$ cat config.mk
export PLATFORM = sky130hd
export DESIGN_NAME = boc_top
export DESIGN_NICKNAME = d
export VERILOG_FILES = /design/src/hdl/boc_pkg.sv /design/src/hdl/boc_time_func.sv /design/src/hdl/boc_top.sv
export SDC_FILE = /design/constraint.sdc
export NUM_CORES = 2
export LEC_CHECK = 0
export BUFFER_PORTS_ARGS = -buffer_cell sky130_fd_sc_hd__buf_4
export CORE_UTILIZATION = 23
export CTS_CLUSTER_DIAMETER = 40
export DETAILED_ROUTE_END_ITERATION = 7
export SETUP_SLACK_MARGIN = 0.2
export SLEW_MARGIN = 15
export SYNTH_ARGS = -nofsm -noshare
export SYNTH_HDL_FRONTEND = slang
export SYNTH_SLANG_ARGS = --single-unit
$ cat constraint.sdc
create_clock -name hclk -period 5.8 [get_ports hclk]
set_input_delay 1.45 -clock hclk [delete_from_list [all_inputs] [get_ports hclk]]
set_output_delay 1.45 -clock hclk [all_outputs]
set_load 0.1 [all_outputs]
$ cat src/hdl/boc_pkg.sv
// shared constants of the beam output conditioner
package boc_pkg;
    localparam int          NBEAM        = 32;
    localparam int          NOUT         = 4;
    // register byte offsets
    localparam logic [7:0]  OFS_CTRL     = 8'h00;
    localparam logic [7:0]  OFS_POL      = 8'h04;
    localparam logic [7:0]  OFS_LINK     = 8'h08;
    localparam logic [7:0]  OFS_TEACH    = 8'h0c;
    localparam logic [7:0]  OFS_STAT     = 8'h10;
    localparam logic [7:0]  OFS_BEAMS    = 8'h14;
    localparam logic [7:0]  OFS_MASK0    = 8'h20;
    localparam logic [7:0]  OFS_TF0      = 8'h30;
    // field positions
    localparam int          CTRL_TRIG    = 4;
    localparam int          CTRL_CNT_LSB = 8;
    localparam int          TEACH_GO     = 8;
    localparam int          STAT_READY   = 0;
    localparam int          STAT_DONE    = 1;
    localparam int          STAT_ERR     = 2;
    localparam int          STAT_OUT_LSB = 4;
    localparam int          TF_FUNC_LSB  = 16;
    // reset values
    localparam logic [3:0]  RST_DEPTH    = 4'h1;
    localparam logic [5:0]  RST_BCNT     = 6'h20;
    localparam logic [3:0]  RST_POL      = 4'h0;
    // timing
    localparam int          CLK_NS       = 50;
    localparam int          MS_NS        = 1000000;
    localparam int          MS_CYC       = MS_NS / CLK_NS;
    localparam logic [15:0] TF_MAX_MS    = 16'hfde8;
    // time function selection
    typedef enum logic [2:0] {
        TF_NONE    = 3'b000,
        TF_ON_DLY  = 3'b001,
        TF_OFF_DLY = 3'b010,
        TF_STRETCH = 3'b011,
        TF_SUPPR   = 3'b100
    } boc_tf_t;
endpackage

$ cat src/hdl/boc_time_func.sv
// one switching output time function stage
`timescale 1ns/100ps
`default_nettype none
module boc_time_func (
    input  wire logic        hclk,
    input  wire logic        hresetn,
    input  wire logic        eval,
    input  wire logic        ms_tick,
    input  wire logic [2:0]  func,
    input  wire logic [15:0] dur_ms,
    input  wire logic        lvl_in,
    output logic             lvl_out
);
    logic        prev_q;
    logic        out_q;
    logic [15:0] cnt_q;
    logic [15:0] cnt_inc;
    logic        delayed;
    logic        retrig;
    logic        ripe;

    // which transitions are held back; stretching holds every change of the output
    always_comb begin
        delayed = 1'b0;
        retrig  = 1'b1;
        case (func)
            boc_pkg::TF_ON_DLY:  delayed = lvl_in;
            boc_pkg::TF_OFF_DLY: delayed = ~lvl_in;
            boc_pkg::TF_STRETCH: begin
                delayed = 1'b1;
                retrig  = 1'b0;
            end
            boc_pkg::TF_SUPPR:   delayed = 1'b1;
            default:             delayed = 1'b0;
        endcase
    end

    // saturating millisecond count, compared only at evaluation time
    assign cnt_inc = (ms_tick && cnt_q != 16'hffff) ? cnt_q + 16'h0001 : cnt_q;
    assign ripe    = ~delayed || (cnt_inc >= dur_ms);

    always_ff @(posedge hclk or negedge hresetn) begin
        if (!hresetn) begin
            prev_q <= 1'b0;
            out_q  <= 1'b0;
            cnt_q  <= 16'h0000;
        end else if (eval) begin
            prev_q <= lvl_in;
            if (retrig && delayed && lvl_in != prev_q) begin
                cnt_q <= 16'h0000;
            end else if (lvl_in != out_q && ripe) begin
                out_q <= lvl_in;
                cnt_q <= 16'h0000;
            end else begin
                cnt_q <= cnt_inc;
            end
        end else begin
            cnt_q <= cnt_inc;
        end
    end

    assign lvl_out = out_q;
endmodule
`default_nettype wire

$ cat src/hdl/boc_top.sv
// beam output conditioner: filter, height teach, areas, polarity, time functions
//
// Register access over AHB-Lite and the placing of the registers were chosen for this implementation.
`timescale 1ns/100ps
`default_nettype none
// Behaviour
// - a beam state change passes on only after holding for depth cycles
// - depth one forwards every cycle's beam states unchanged
// - depth three forwards a change after three stable cycles
// - up to four taught height areas, one per output
// - panel teach with object: free beams beside the edge object form the area
// - teach with all beams free learns the whole beam range
// - taught height areas use OR linking until the link register is next written
// - software teach with beams interrupted reports an error, no teach
// - panel teach assigns the next output pin to the learned area
// - after reset every output has normal polarity
// - normal polarity: high while all beams free, low when interrupted
// - normal polarity: linked area result one gives high output
// - inverted polarity: low when all interrupted, high when beams free
// - inverted polarity: linked area result one gives low output
// - each output has its own single selected time function
// - retriggerable switch-on delay up to 65000 ms
// - retriggerable switch-off delay up to 65000 ms
// - pulse stretching holds each new output state for the duration
// - pulse suppression passes only states lasting the duration
// - delays are resolved in whole measurement cycles
// - ready withheld while trigger mode on and no trigger pulse seen
// - areas work on the logical beam count
// - OR area bit one when any mapped beam is interrupted
// - AND area bit one only when all mapped beams are interrupted
module boc_top #(
    parameter int MS_CYCLES = boc_pkg::MS_CYC
) (
    input  wire logic        hclk,
    input  wire logic        hresetn,
    input  wire logic        hsel,
    input  wire logic [31:0] haddr,
    input  wire logic [1:0]  htrans,
    input  wire logic        hwrite,
    input  wire logic [2:0]  hsize,
    input  wire logic [31:0] hwdata,
    input  wire logic        hready,
    output logic             hreadyout,
    output logic             hresp,
    output logic [31:0]      hrdata,
    input  wire logic        meas_strobe,
    input  wire logic [31:0] beam_raw,
    input  wire logic        trig_pulse,
    input  wire logic        panel_teach,
    output logic             meas_ready,
    output logic             switch_output_one,
    output logic             switch_output_two,
    output logic             switch_output_three,
    output logic             switch_output_four
);
    localparam int NB = boc_pkg::NBEAM;
    localparam int NO = boc_pkg::NOUT;

    // configuration and status state
    logic [3:0]    depth_q;
    logic          trig_en_q;
    logic [5:0]    bcnt_q;
    logic [3:0]    pol_q;
    logic [3:0]    link_and_q;
    logic [NB-1:0] mask_q [NO];
    logic [15:0]   dur_q [NO];
    logic [2:0]    func_q [NO];
    logic          done_q;
    logic          err_q;
    logic          sw_go_q;
    logic [1:0]    sw_idx_q;
    logic          pan_go_q;
    logic [1:0]    pan_idx_q;
    logic          trig_seen_q;
    logic [NB-1:0] filt_q;
    logic [3:0]    fcnt_q [NB];
    logic          eval_q;
    logic [15:0]   ms_cnt_q;
    logic          ms_tick;
    logic [NO-1:0] tf_out;

    // bus data phase state
    logic          dp_wr_q;
    logic [7:0]    dp_addr_q;
    logic [31:0]   rdata_q;
    logic          addr_ok;
    logic          wr_en;
    logic [31:0]   rd_mux;

    // ------------------------------------------------------------------
    // ahb-lite slave, zero wait states, always okay
    assign addr_ok   = hsel && hready && htrans[1];
    assign wr_en     = dp_wr_q;
    assign hreadyout = 1'b1;
    assign hresp     = 1'b0;
    assign hrdata    = rdata_q;

    always_ff @(posedge hclk or negedge hresetn) begin
        if (!hresetn) begin
            dp_wr_q   <= 1'b0;
            dp_addr_q <= 8'h00;
        end else begin
            dp_wr_q   <= addr_ok && hwrite;
            dp_addr_q <= haddr[7:0];
        end
    end

    // read data taken at the address phase so it stands in the data phase
    always_comb begin
        rd_mux = 32'h0000_0000;
        case ({haddr[31:8] == 24'h000000, haddr[7:0]})
            {1'b1, boc_pkg::OFS_CTRL}:  rd_mux = {18'h00000, bcnt_q, 3'h0, trig_en_q, depth_q};
            {1'b1, boc_pkg::OFS_POL}:   rd_mux = {28'h0000000, pol_q};
            {1'b1, boc_pkg::OFS_LINK}:  rd_mux = {28'h0000000, link_and_q};
            {1'b1, boc_pkg::OFS_TEACH}: rd_mux = {23'h000000, sw_go_q | pan_go_q, 6'h00, pan_idx_q};
            {1'b1, boc_pkg::OFS_STAT}:  rd_mux = {24'h000000, tf_out ^ pol_q, 1'b0, err_q, done_q, meas_ready};
            {1'b1, boc_pkg::OFS_BEAMS}: rd_mux = filt_q;
            default: begin
                if (haddr[31:6] == 26'h0 && haddr[5:4] == 2'b10 && haddr[1:0] == 2'b00) begin
                    rd_mux = mask_q[haddr[3:2]];
                end else if (haddr[31:6] == 26'h0 && haddr[5:4] == 2'b11 && haddr[1:0] == 2'b00) begin
                    rd_mux = {13'h0000, func_q[haddr[3:2]], dur_q[haddr[3:2]]};
                end
            end
        endcase
    end

    always_ff @(posedge hclk or negedge hresetn) begin
        if (!hresetn) begin
            rdata_q <= 32'h0000_0000;
        end else if (addr_ok && !hwrite) begin
            rdata_q <= rd_mux;
        end
    end

    // ------------------------------------------------------------------
    // plain control registers
    always_ff @(posedge hclk or negedge hresetn) begin
        if (!hresetn) begin
            depth_q   <= boc_pkg::RST_DEPTH;
            trig_en_q <= 1'b0;
            bcnt_q    <= boc_pkg::RST_BCNT;
            pol_q     <= boc_pkg::RST_POL;
        end else if (wr_en) begin
            if (dp_addr_q == boc_pkg::OFS_CTRL) begin
                depth_q   <= hwdata[3:0];
                trig_en_q <= hwdata[boc_pkg::CTRL_TRIG];
                bcnt_q    <= hwdata[boc_pkg::CTRL_CNT_LSB +: 6];
            end
            if (dp_addr_q == boc_pkg::OFS_POL) begin
                pol_q <= hwdata[3:0];
            end
        end
    end

    // per output time function settings, duration clamped to the maximum
    always_ff @(posedge hclk or negedge hresetn) begin
        if (!hresetn) begin
            for (int k = 0; k < NO; k++) begin
                dur_q[k]  <= 16'h0000;
                func_q[k] <= boc_pkg::TF_NONE;
            end
        end else if (wr_en && dp_addr_q[7:4] == boc_pkg::OFS_TF0[7:4] && dp_addr_q[1:0] == 2'b00) begin
            func_q[dp_addr_q[3:2]] <= hwdata[boc_pkg::TF_FUNC_LSB +: 3];
            dur_q[dp_addr_q[3:2]]  <= (hwdata[15:0] > boc_pkg::TF_MAX_MS) ?
                                      boc_pkg::TF_MAX_MS : hwdata[15:0];
        end
    end

    // ------------------------------------------------------------------
    // millisecond tick divider
    assign ms_tick = (ms_cnt_q == 16'(MS_CYCLES - 1));

    always_ff @(posedge hclk or negedge hresetn) begin
        if (!hresetn) begin
            ms_cnt_q <= 16'h0000;
        end else if (ms_tick) begin
            ms_cnt_q <= 16'h0000;
        end else begin
            ms_cnt_q <= ms_cnt_q + 16'h0001;
        end
    end

    // ------------------------------------------------------------------
    // stability filter per beam; depth zero behaves as one
    logic [NB-1:0] valid_mask;

    generate
        for (genvar b = 0; b < NB; b++) begin : g_filt
            logic [3:0] nxt;
            assign nxt = fcnt_q[b] + 4'h1;
            assign valid_mask[b] = (6'(b) < bcnt_q);
            always_ff @(posedge hclk or negedge hresetn) begin
                if (!hresetn) begin
                    filt_q[b] <= 1'b0;
                    fcnt_q[b] <= 4'h0;
                end else if (meas_strobe) begin
                    if (beam_raw[b] == filt_q[b]) begin
                        fcnt_q[b] <= 4'h0;
                    end else if (nxt >= depth_q) begin
                        filt_q[b] <= beam_raw[b];
                        fcnt_q[b] <= 4'h0;
                    end else begin
                        fcnt_q[b] <= nxt;
                    end
                end
            end
        end
    endgenerate

    // evaluation runs one clock after the filter has taken the cycle
    always_ff @(posedge hclk or negedge hresetn) begin
        if (!hresetn) begin
            eval_q <= 1'b0;
        end else begin
            eval_q <= meas_strobe;
        end
    end

    // ------------------------------------------------------------------
    // height teach: find first and last interrupted logical beam
    logic [NB-1:0] blk;
    logic [NB-1:0] teach_mask;
    logic [5:0]    fib;
    logic [5:0]    lib;
    logic          any_blk;
    logic          edge_ok;

    assign blk     = filt_q & valid_mask;
    assign any_blk = |blk;

    always_comb begin
        fib = 6'h00;
        lib = 6'h00;
        for (int b = NB - 1; b >= 0; b--) begin
            if (blk[b]) fib = 6'(b);
        end
        for (int b = 0; b < NB; b++) begin
            if (blk[b]) lib = 6'(b);
        end
    end

    // object must sit on the first or the last beam
    assign edge_ok = blk[0] || blk[5'(bcnt_q - 6'h01)];

    always_comb begin
        teach_mask = '0;
        for (int b = 0; b < NB; b++) begin
            if (!any_blk) begin
                teach_mask[b] = valid_mask[b];
            end else if (blk[0]) begin
                teach_mask[b] = valid_mask[b] && (6'(b) > lib);
            end else begin
                teach_mask[b] = valid_mask[b] && (6'(b) < fib);
            end
        end
    end

    // teach requests wait for the next evaluation; done and error clear by writing one
    always_ff @(posedge hclk or negedge hresetn) begin
        if (!hresetn) begin
            sw_go_q   <= 1'b0;
            sw_idx_q  <= 2'b00;
            pan_go_q  <= 1'b0;
            pan_idx_q <= 2'b00;
            done_q    <= 1'b0;
            err_q     <= 1'b0;
        end else begin
            if (wr_en && dp_addr_q == boc_pkg::OFS_STAT) begin
                if (hwdata[boc_pkg::STAT_DONE]) done_q <= 1'b0;
                if (hwdata[boc_pkg::STAT_ERR])  err_q  <= 1'b0;
            end
            if (wr_en && dp_addr_q == boc_pkg::OFS_TEACH && hwdata[boc_pkg::TEACH_GO]) begin
                sw_go_q  <= 1'b1;
                sw_idx_q <= hwdata[1:0];
            end
            if (panel_teach) begin
                pan_go_q <= 1'b1;
            end
            if (eval_q && sw_go_q) begin
                sw_go_q <= 1'b0;
                if (any_blk) err_q <= 1'b1;
                else         done_q <= 1'b1;
            end else if (eval_q && pan_go_q) begin
                pan_go_q <= 1'b0;
                if (any_blk && !edge_ok) begin
                    err_q <= 1'b1;
                end else begin
                    done_q    <= 1'b1;
                    pan_idx_q <= pan_idx_q + 2'b01;
                end
            end
        end
    end

    // area masks and link kind; a taught area is forced to or linking
    always_ff @(posedge hclk or negedge hresetn) begin
        if (!hresetn) begin
            link_and_q <= 4'h0;
            for (int k = 0; k < NO; k++) begin
                mask_q[k] <= '0;
            end
        end else if (eval_q && sw_go_q) begin
            if (!any_blk) begin
                mask_q[sw_idx_q]     <= teach_mask;
                link_and_q[sw_idx_q] <= 1'b0;
            end
        end else if (eval_q && pan_go_q) begin
            if (!any_blk || edge_ok) begin
                mask_q[pan_idx_q]     <= teach_mask;
                link_and_q[pan_idx_q] <= 1'b0;
            end
        end else if (wr_en) begin
            if (dp_addr_q == boc_pkg::OFS_LINK) begin
                link_and_q <= hwdata[3:0];
            end
            if (dp_addr_q[7:4] == boc_pkg::OFS_MASK0[7:4] && dp_addr_q[1:0] == 2'b00) begin
                mask_q[dp_addr_q[3:2]] <= hwdata;
            end
        end
    end

    // ------------------------------------------------------------------
    // area logic, polarity and time function per output
    logic [NO-1:0] lvl;

    always_comb begin
        for (int k = 0; k < NO; k++) begin
            logic [NB-1:0] m;
            logic          area;
            m    = mask_q[k] & valid_mask;
            area = link_and_q[k] ? &(blk | ~m)
                                 : |(blk & m);
            if (m == '0) begin
                // no area mapped: whole field decides
                lvl[k] = pol_q[k] ? ~&(filt_q | ~valid_mask)
                                  : ~any_blk;
            end else begin
                lvl[k] = area;
            end
        end
    end

    generate
        for (genvar k = 0; k < NO; k++) begin : g_tf
            boc_time_func u_tf (
                .hclk    (hclk),
                .hresetn (hresetn),
                .eval    (eval_q),
                .ms_tick (ms_tick),
                .func    (func_q[k]),
                .dur_ms  (dur_q[k]),
                .lvl_in  (lvl[k]),
                .lvl_out (tf_out[k])
            );
        end
    endgenerate

    // inversion after timing for linked areas only; plain mode applies polarity before timing
    logic [NO-1:0] pins;
    always_comb begin
        for (int k = 0; k < NO; k++) begin
            pins[k] = (mask_q[k] & valid_mask) == '0 ? tf_out[k]
                                                     : tf_out[k] ^ pol_q[k];
        end
    end

    assign switch_output_one   = pins[0];
    assign switch_output_two   = pins[1];
    assign switch_output_three = pins[2];
    assign switch_output_four  = pins[3];

    // ------------------------------------------------------------------
    // ready: withheld in trigger mode until a trigger pulse has been seen
    always_ff @(posedge hclk or negedge hresetn) begin
        if (!hresetn) begin
            trig_seen_q <= 1'b0;
        end else if (trig_pulse) begin
            trig_seen_q <= 1'b1;
        end
    end

    assign meas_ready = ~trig_en_q | trig_seen_q;
endmodule
`default_nettype wire

==> results.toml <==
[detailed_routing]
initialDrtViolationCount = 4058
finalWirelength_um = 172000
drt_first_pass_iters = 7
detail_route.vias_per_cell = 5.409
antenna_left = 0
wl_per_cell_um = 26.98
vias = 34490
drc = 0

[cells_and_area]
layout.cells.most_common_list = "sky130_fd_sc_hd__dfrtp_1, sky130_fd_sc_hd__buf_4, sky130_fd_sc_hd__nand2_1, sky130_fd_sc_hd__nor2_1, sky130_fd_sc_hd__inv_1"
layout.core_utilization_pct = 28.86
area.growth.synth_to_final_pct = 23.98
post_layout_nets = 4587
most_common_library_cell_in_the_layout_ignoring_fill_and_taps = "sky130_fd_sc_hd__dfrtp_1"
drive_above_1_share_pct = 17.95

[sta]
fmax_mhz = 178.9
grt_setup_unrepaired = "true"
maxSlewHeadroom_pct = 16.01
worst-slew-pin-transition_ns = 1.257
total_count_of_max_transition_violations_in_the_final_report = 0
setup_total_negative_slack_ns = 0
fin_worst_skew_ns = 0.05628
number_of_endpoints_failing_setup_at_the_final_stage = 0
min_period_over_period_pct = 96.40
finalHoldViolations = 0
minimum_clock_period_after_layout_ns = 5.591

[power_and_ir_drop]
power.density_cell_area_nw_per_um2 = 484.2
cell_leakage_power_nw = 19.93
peakVddDrop_mv = 0.3047

[logic_synthesis]
synth-edff-count = 0
synthesized_flop_and_latch_total = 522
post_synth_xor_area_fraction_pct = 4.449
post_synthesis_compound_gate_area_fraction_pct = 21.06
synthesis.instances = 3957
yosysWarnings = 0
postSynthAreaPerCell_um2 = 9.104
synth_cell_type_count = 113
synthAdderAreaFrac_pct = 8.246
synth_area_um2 = 36020
portion_of_netlist_area_occupied_by_mux_cells_pct = 6.881
synth-seq-area-share_pct = 36.27
dominant_combinational_cell_family_by_area_after_synthesis = "compound AO/OA/AOI/OAI gates"
ys_dominant_reg_cell = "sky130_fd_sc_hd__dfrtp_1"
asyncSetResetFlopFracSynth_pct = 100.0
basic_gate_share_of_the_synthesized_area_counting_and_or_nand_and_nor_cells_pct = 17.61
synth_nets = 4301

[critical_path]
arrival_time_reported_for_the_critical_path_endpoint_ns = 4.14
crit-reg2reg-capture = "g_tf[3].u_tf.cnt_q[1]$_DFF_PN0_"
timing.reg2reg.setup_slack_ns = 0.60
worst_r2r_start = "ms_cnt_q[0]$_DFF_PN0_"
crit_path_end_kind = "output pin"
critical_path.endpoint = "switch_output_one"
r2r_cells = 21
critical_path.max_fanout = 9
worstPathRequired_ns = 4.35
crit_type = "reg -> out"
startpoint = "bcnt_q[0]$_DFFE_PN0P_"
kind_of_start_point_of_the_critical_path = "register"

[die]
die_h_um = 397.8
die_area_um2 = 158200
die_width_um = 397.8
design.portCount = 148
std_cell_rows = 144
initial_cell_density_of_the_core_pct = 23.28
floorplan_core_area_um2 = 154800

[global_routing]
global_route.overflow_total = 0
grt_pass1_vias = 32990
grt_antenna_before_repair = 14
wire_length_of_the_first_global_routing_pass_um = 244200
grt_max_degree = 127
grt.total_usage_pct = 21.33

[clock_network]
cts_buffer_depth = 3
worst_setup_hold_path_clk_slew_ns = 0.06
worst_skew_pair.late_latency_ns = 0.73
cts-buffers-inserted = 98
cts_root_buf = "sky130_fd_sc_hd__clkbuf_16"
tritoncts_clock_tree = "built"
cts.htree.levels = 3
cts_sinks = 522

[placement]
detailed_place_hpwl_um = 130700
count_of_buffers_from_port_buffering = 141
gp_congestion = 1.062

[run]
maxCapViolCount = 0

[worst_hold_path]
hold_path.class = "reg -> reg"

[outcome]
result_of_the_run = "finished, final reports clean"
-- critical path, stage by stage (launching register included) --
cell                       delay [ns]
sky130_fd_sc_hd__dfrtp_1         0.38
sky130_fd_sc_hd__buf_4           0.19
sky130_fd_sc_hd__clkinv_1        0.08
sky130_fd_sc_hd__ha_2            0.21
sky130_fd_sc_hd__buf_4           0.19
sky130_fd_sc_hd__nand2b_2        0.20
sky130_fd_sc_hd__nand2_1         0.09
sky130_fd_sc_hd__a222oi_1        0.51
sky130_fd_sc_hd__nand4_1         0.35
sky130_fd_sc_hd__or4_4           0.64
sky130_fd_sc_hd__nand2_1         0.11
sky130_fd_sc_hd__xnor2_1         0.15
sky130_fd_sc_hd__clkbuf_8        0.30
-- through the flow --
step	area (um2)	instances	setup slack, ns	total power, mW	hold WS, ns
6_report	44660	6375	0.2088	21.62	0.4671
5_1_grt	44660	6374	0.1648	22.44	0.5012
4_1_cts	44610	6372	0.2157	21.38	0.4746
3_5_place_dp	41010	6187	0.5091	15.07	0.4678
3_3_place_gp	41010	6187	0.5957	15.08	0.4645
2_1_floorplan	36020	3957	0.6261	10.60	0.4296
-- cell usage after synthesis (all sizes together), types with 57 or more instances --
master	instances	area, um2
buf	70	432.9
nor2	313	1250
mux2i	62	620.6
inv	256	960.9
o21ai	261	1306
clkbuf	151	568.0
dfrtp	520	13010
a21o	83	623.1
xor2	97	849.6
nor2b	106	663.1
nand3	121	610.6
a21oi	212	1065
mux4	57	1284
a22oi	64	480.5
a221oi	67	605.6
nand2	324	1216
ha	235	2940
nand4	117	738.2
xnor2	86	753.2
-- what timing repair did --
action | 4_1_cts | 5_1_grt
setup endpoints to repair | 3 | 10
setup buffers | 0 | 0
pin swaps | 2 | 3
resized for setup | 11 | 13
hold buffers | 0 | 0
-- layer usage --
layer	part of all wire, %	wire [um]	vias up	GRT usage [%]
met3	10	17150	426	6.210
met4	5.2	8950	10	9.973
met2	42	72010	1725	31.16
met5	0.039	67	-	0
met1	43	73820	17150	28.68
li1	-	-	15180	-
-- where the power goes --
group          switching [mW]  internal, mW  total, mW
Sequential               2.19          4.52       6.71
Clock                    2.31          3.89       6.21
Combinational            5.24          3.47       8.71
Total                    9.74          11.9       21.6
-- how the worst min path moves through the flow --
stage                       startpoint                      end  slack [ns]  cells after the start
3_5_place_dp     ms_cnt_q[4]$_DFF_PN0_    ms_cnt_q[4]$_DFF_PN0_        0.47                      1
6_report         ms_cnt_q[4]$_DFF_PN0_    ms_cnt_q[4]$_DFF_PN0_        0.47                      1
3_3_place_gp     ms_cnt_q[4]$_DFF_PN0_    ms_cnt_q[4]$_DFF_PN0_        0.46                      1
4_1_cts          ms_cnt_q[4]$_DFF_PN0_    ms_cnt_q[4]$_DFF_PN0_        0.47                      1
2_1_floorplan  trig_seen_q$_DFFE_PN0P_  trig_seen_q$_DFFE_PN0P_        0.43                      1
5_1_grt          ms_cnt_q[4]$_DFF_PN0_    ms_cnt_q[4]$_DFF_PN0_        0.50                      1
-- final cells by class --
class | count | area, um2
Clock inverter | 72 | 955.9
Multi-Input combinational cell | 2956 | 21150
Fill cell | 16260 | 110100
Inverter | 258 | 968.4
Clock buffer | 113 | 2619
Tap cell | 2044 | 2557
Sequential cell | 522 | 13070
Timing Repair Buffer | 407 | 3334
Antenna cell | 3 | 7.507
-- cells by family (layout without fill, tap and decap cells) --
kind of cell,count (synthesis),after routing
and+or+nand+nor,1250,1250
AOI/OAI and AO/OA,1113,1113
DFF,522,522
buffers and inverters,479,850
adders and majority gates,238,238
xor gates and xnor gates,183,183
muxes,170,170
other,2,5
-- state kept, by name (all words and copies together), names as in the netlist, 2 cells and up --
register and flops:
func_q 12, pol_q 4, mask_q 128, g_tf.u_tf.prev_q 4
dur_q 64, g_tf.u_tf.lvl_out 4, g_tf.u_tf.cnt_q 64, dp_addr_q 8
filt_q 32, sw_idx_q 2, bcnt_q 6, link_and_q 4
pan_idx_q 2, fcnt_q 128, ms_cnt_q 16, hrdata 32
depth_q 4
(Power assumes the default switching activity.)
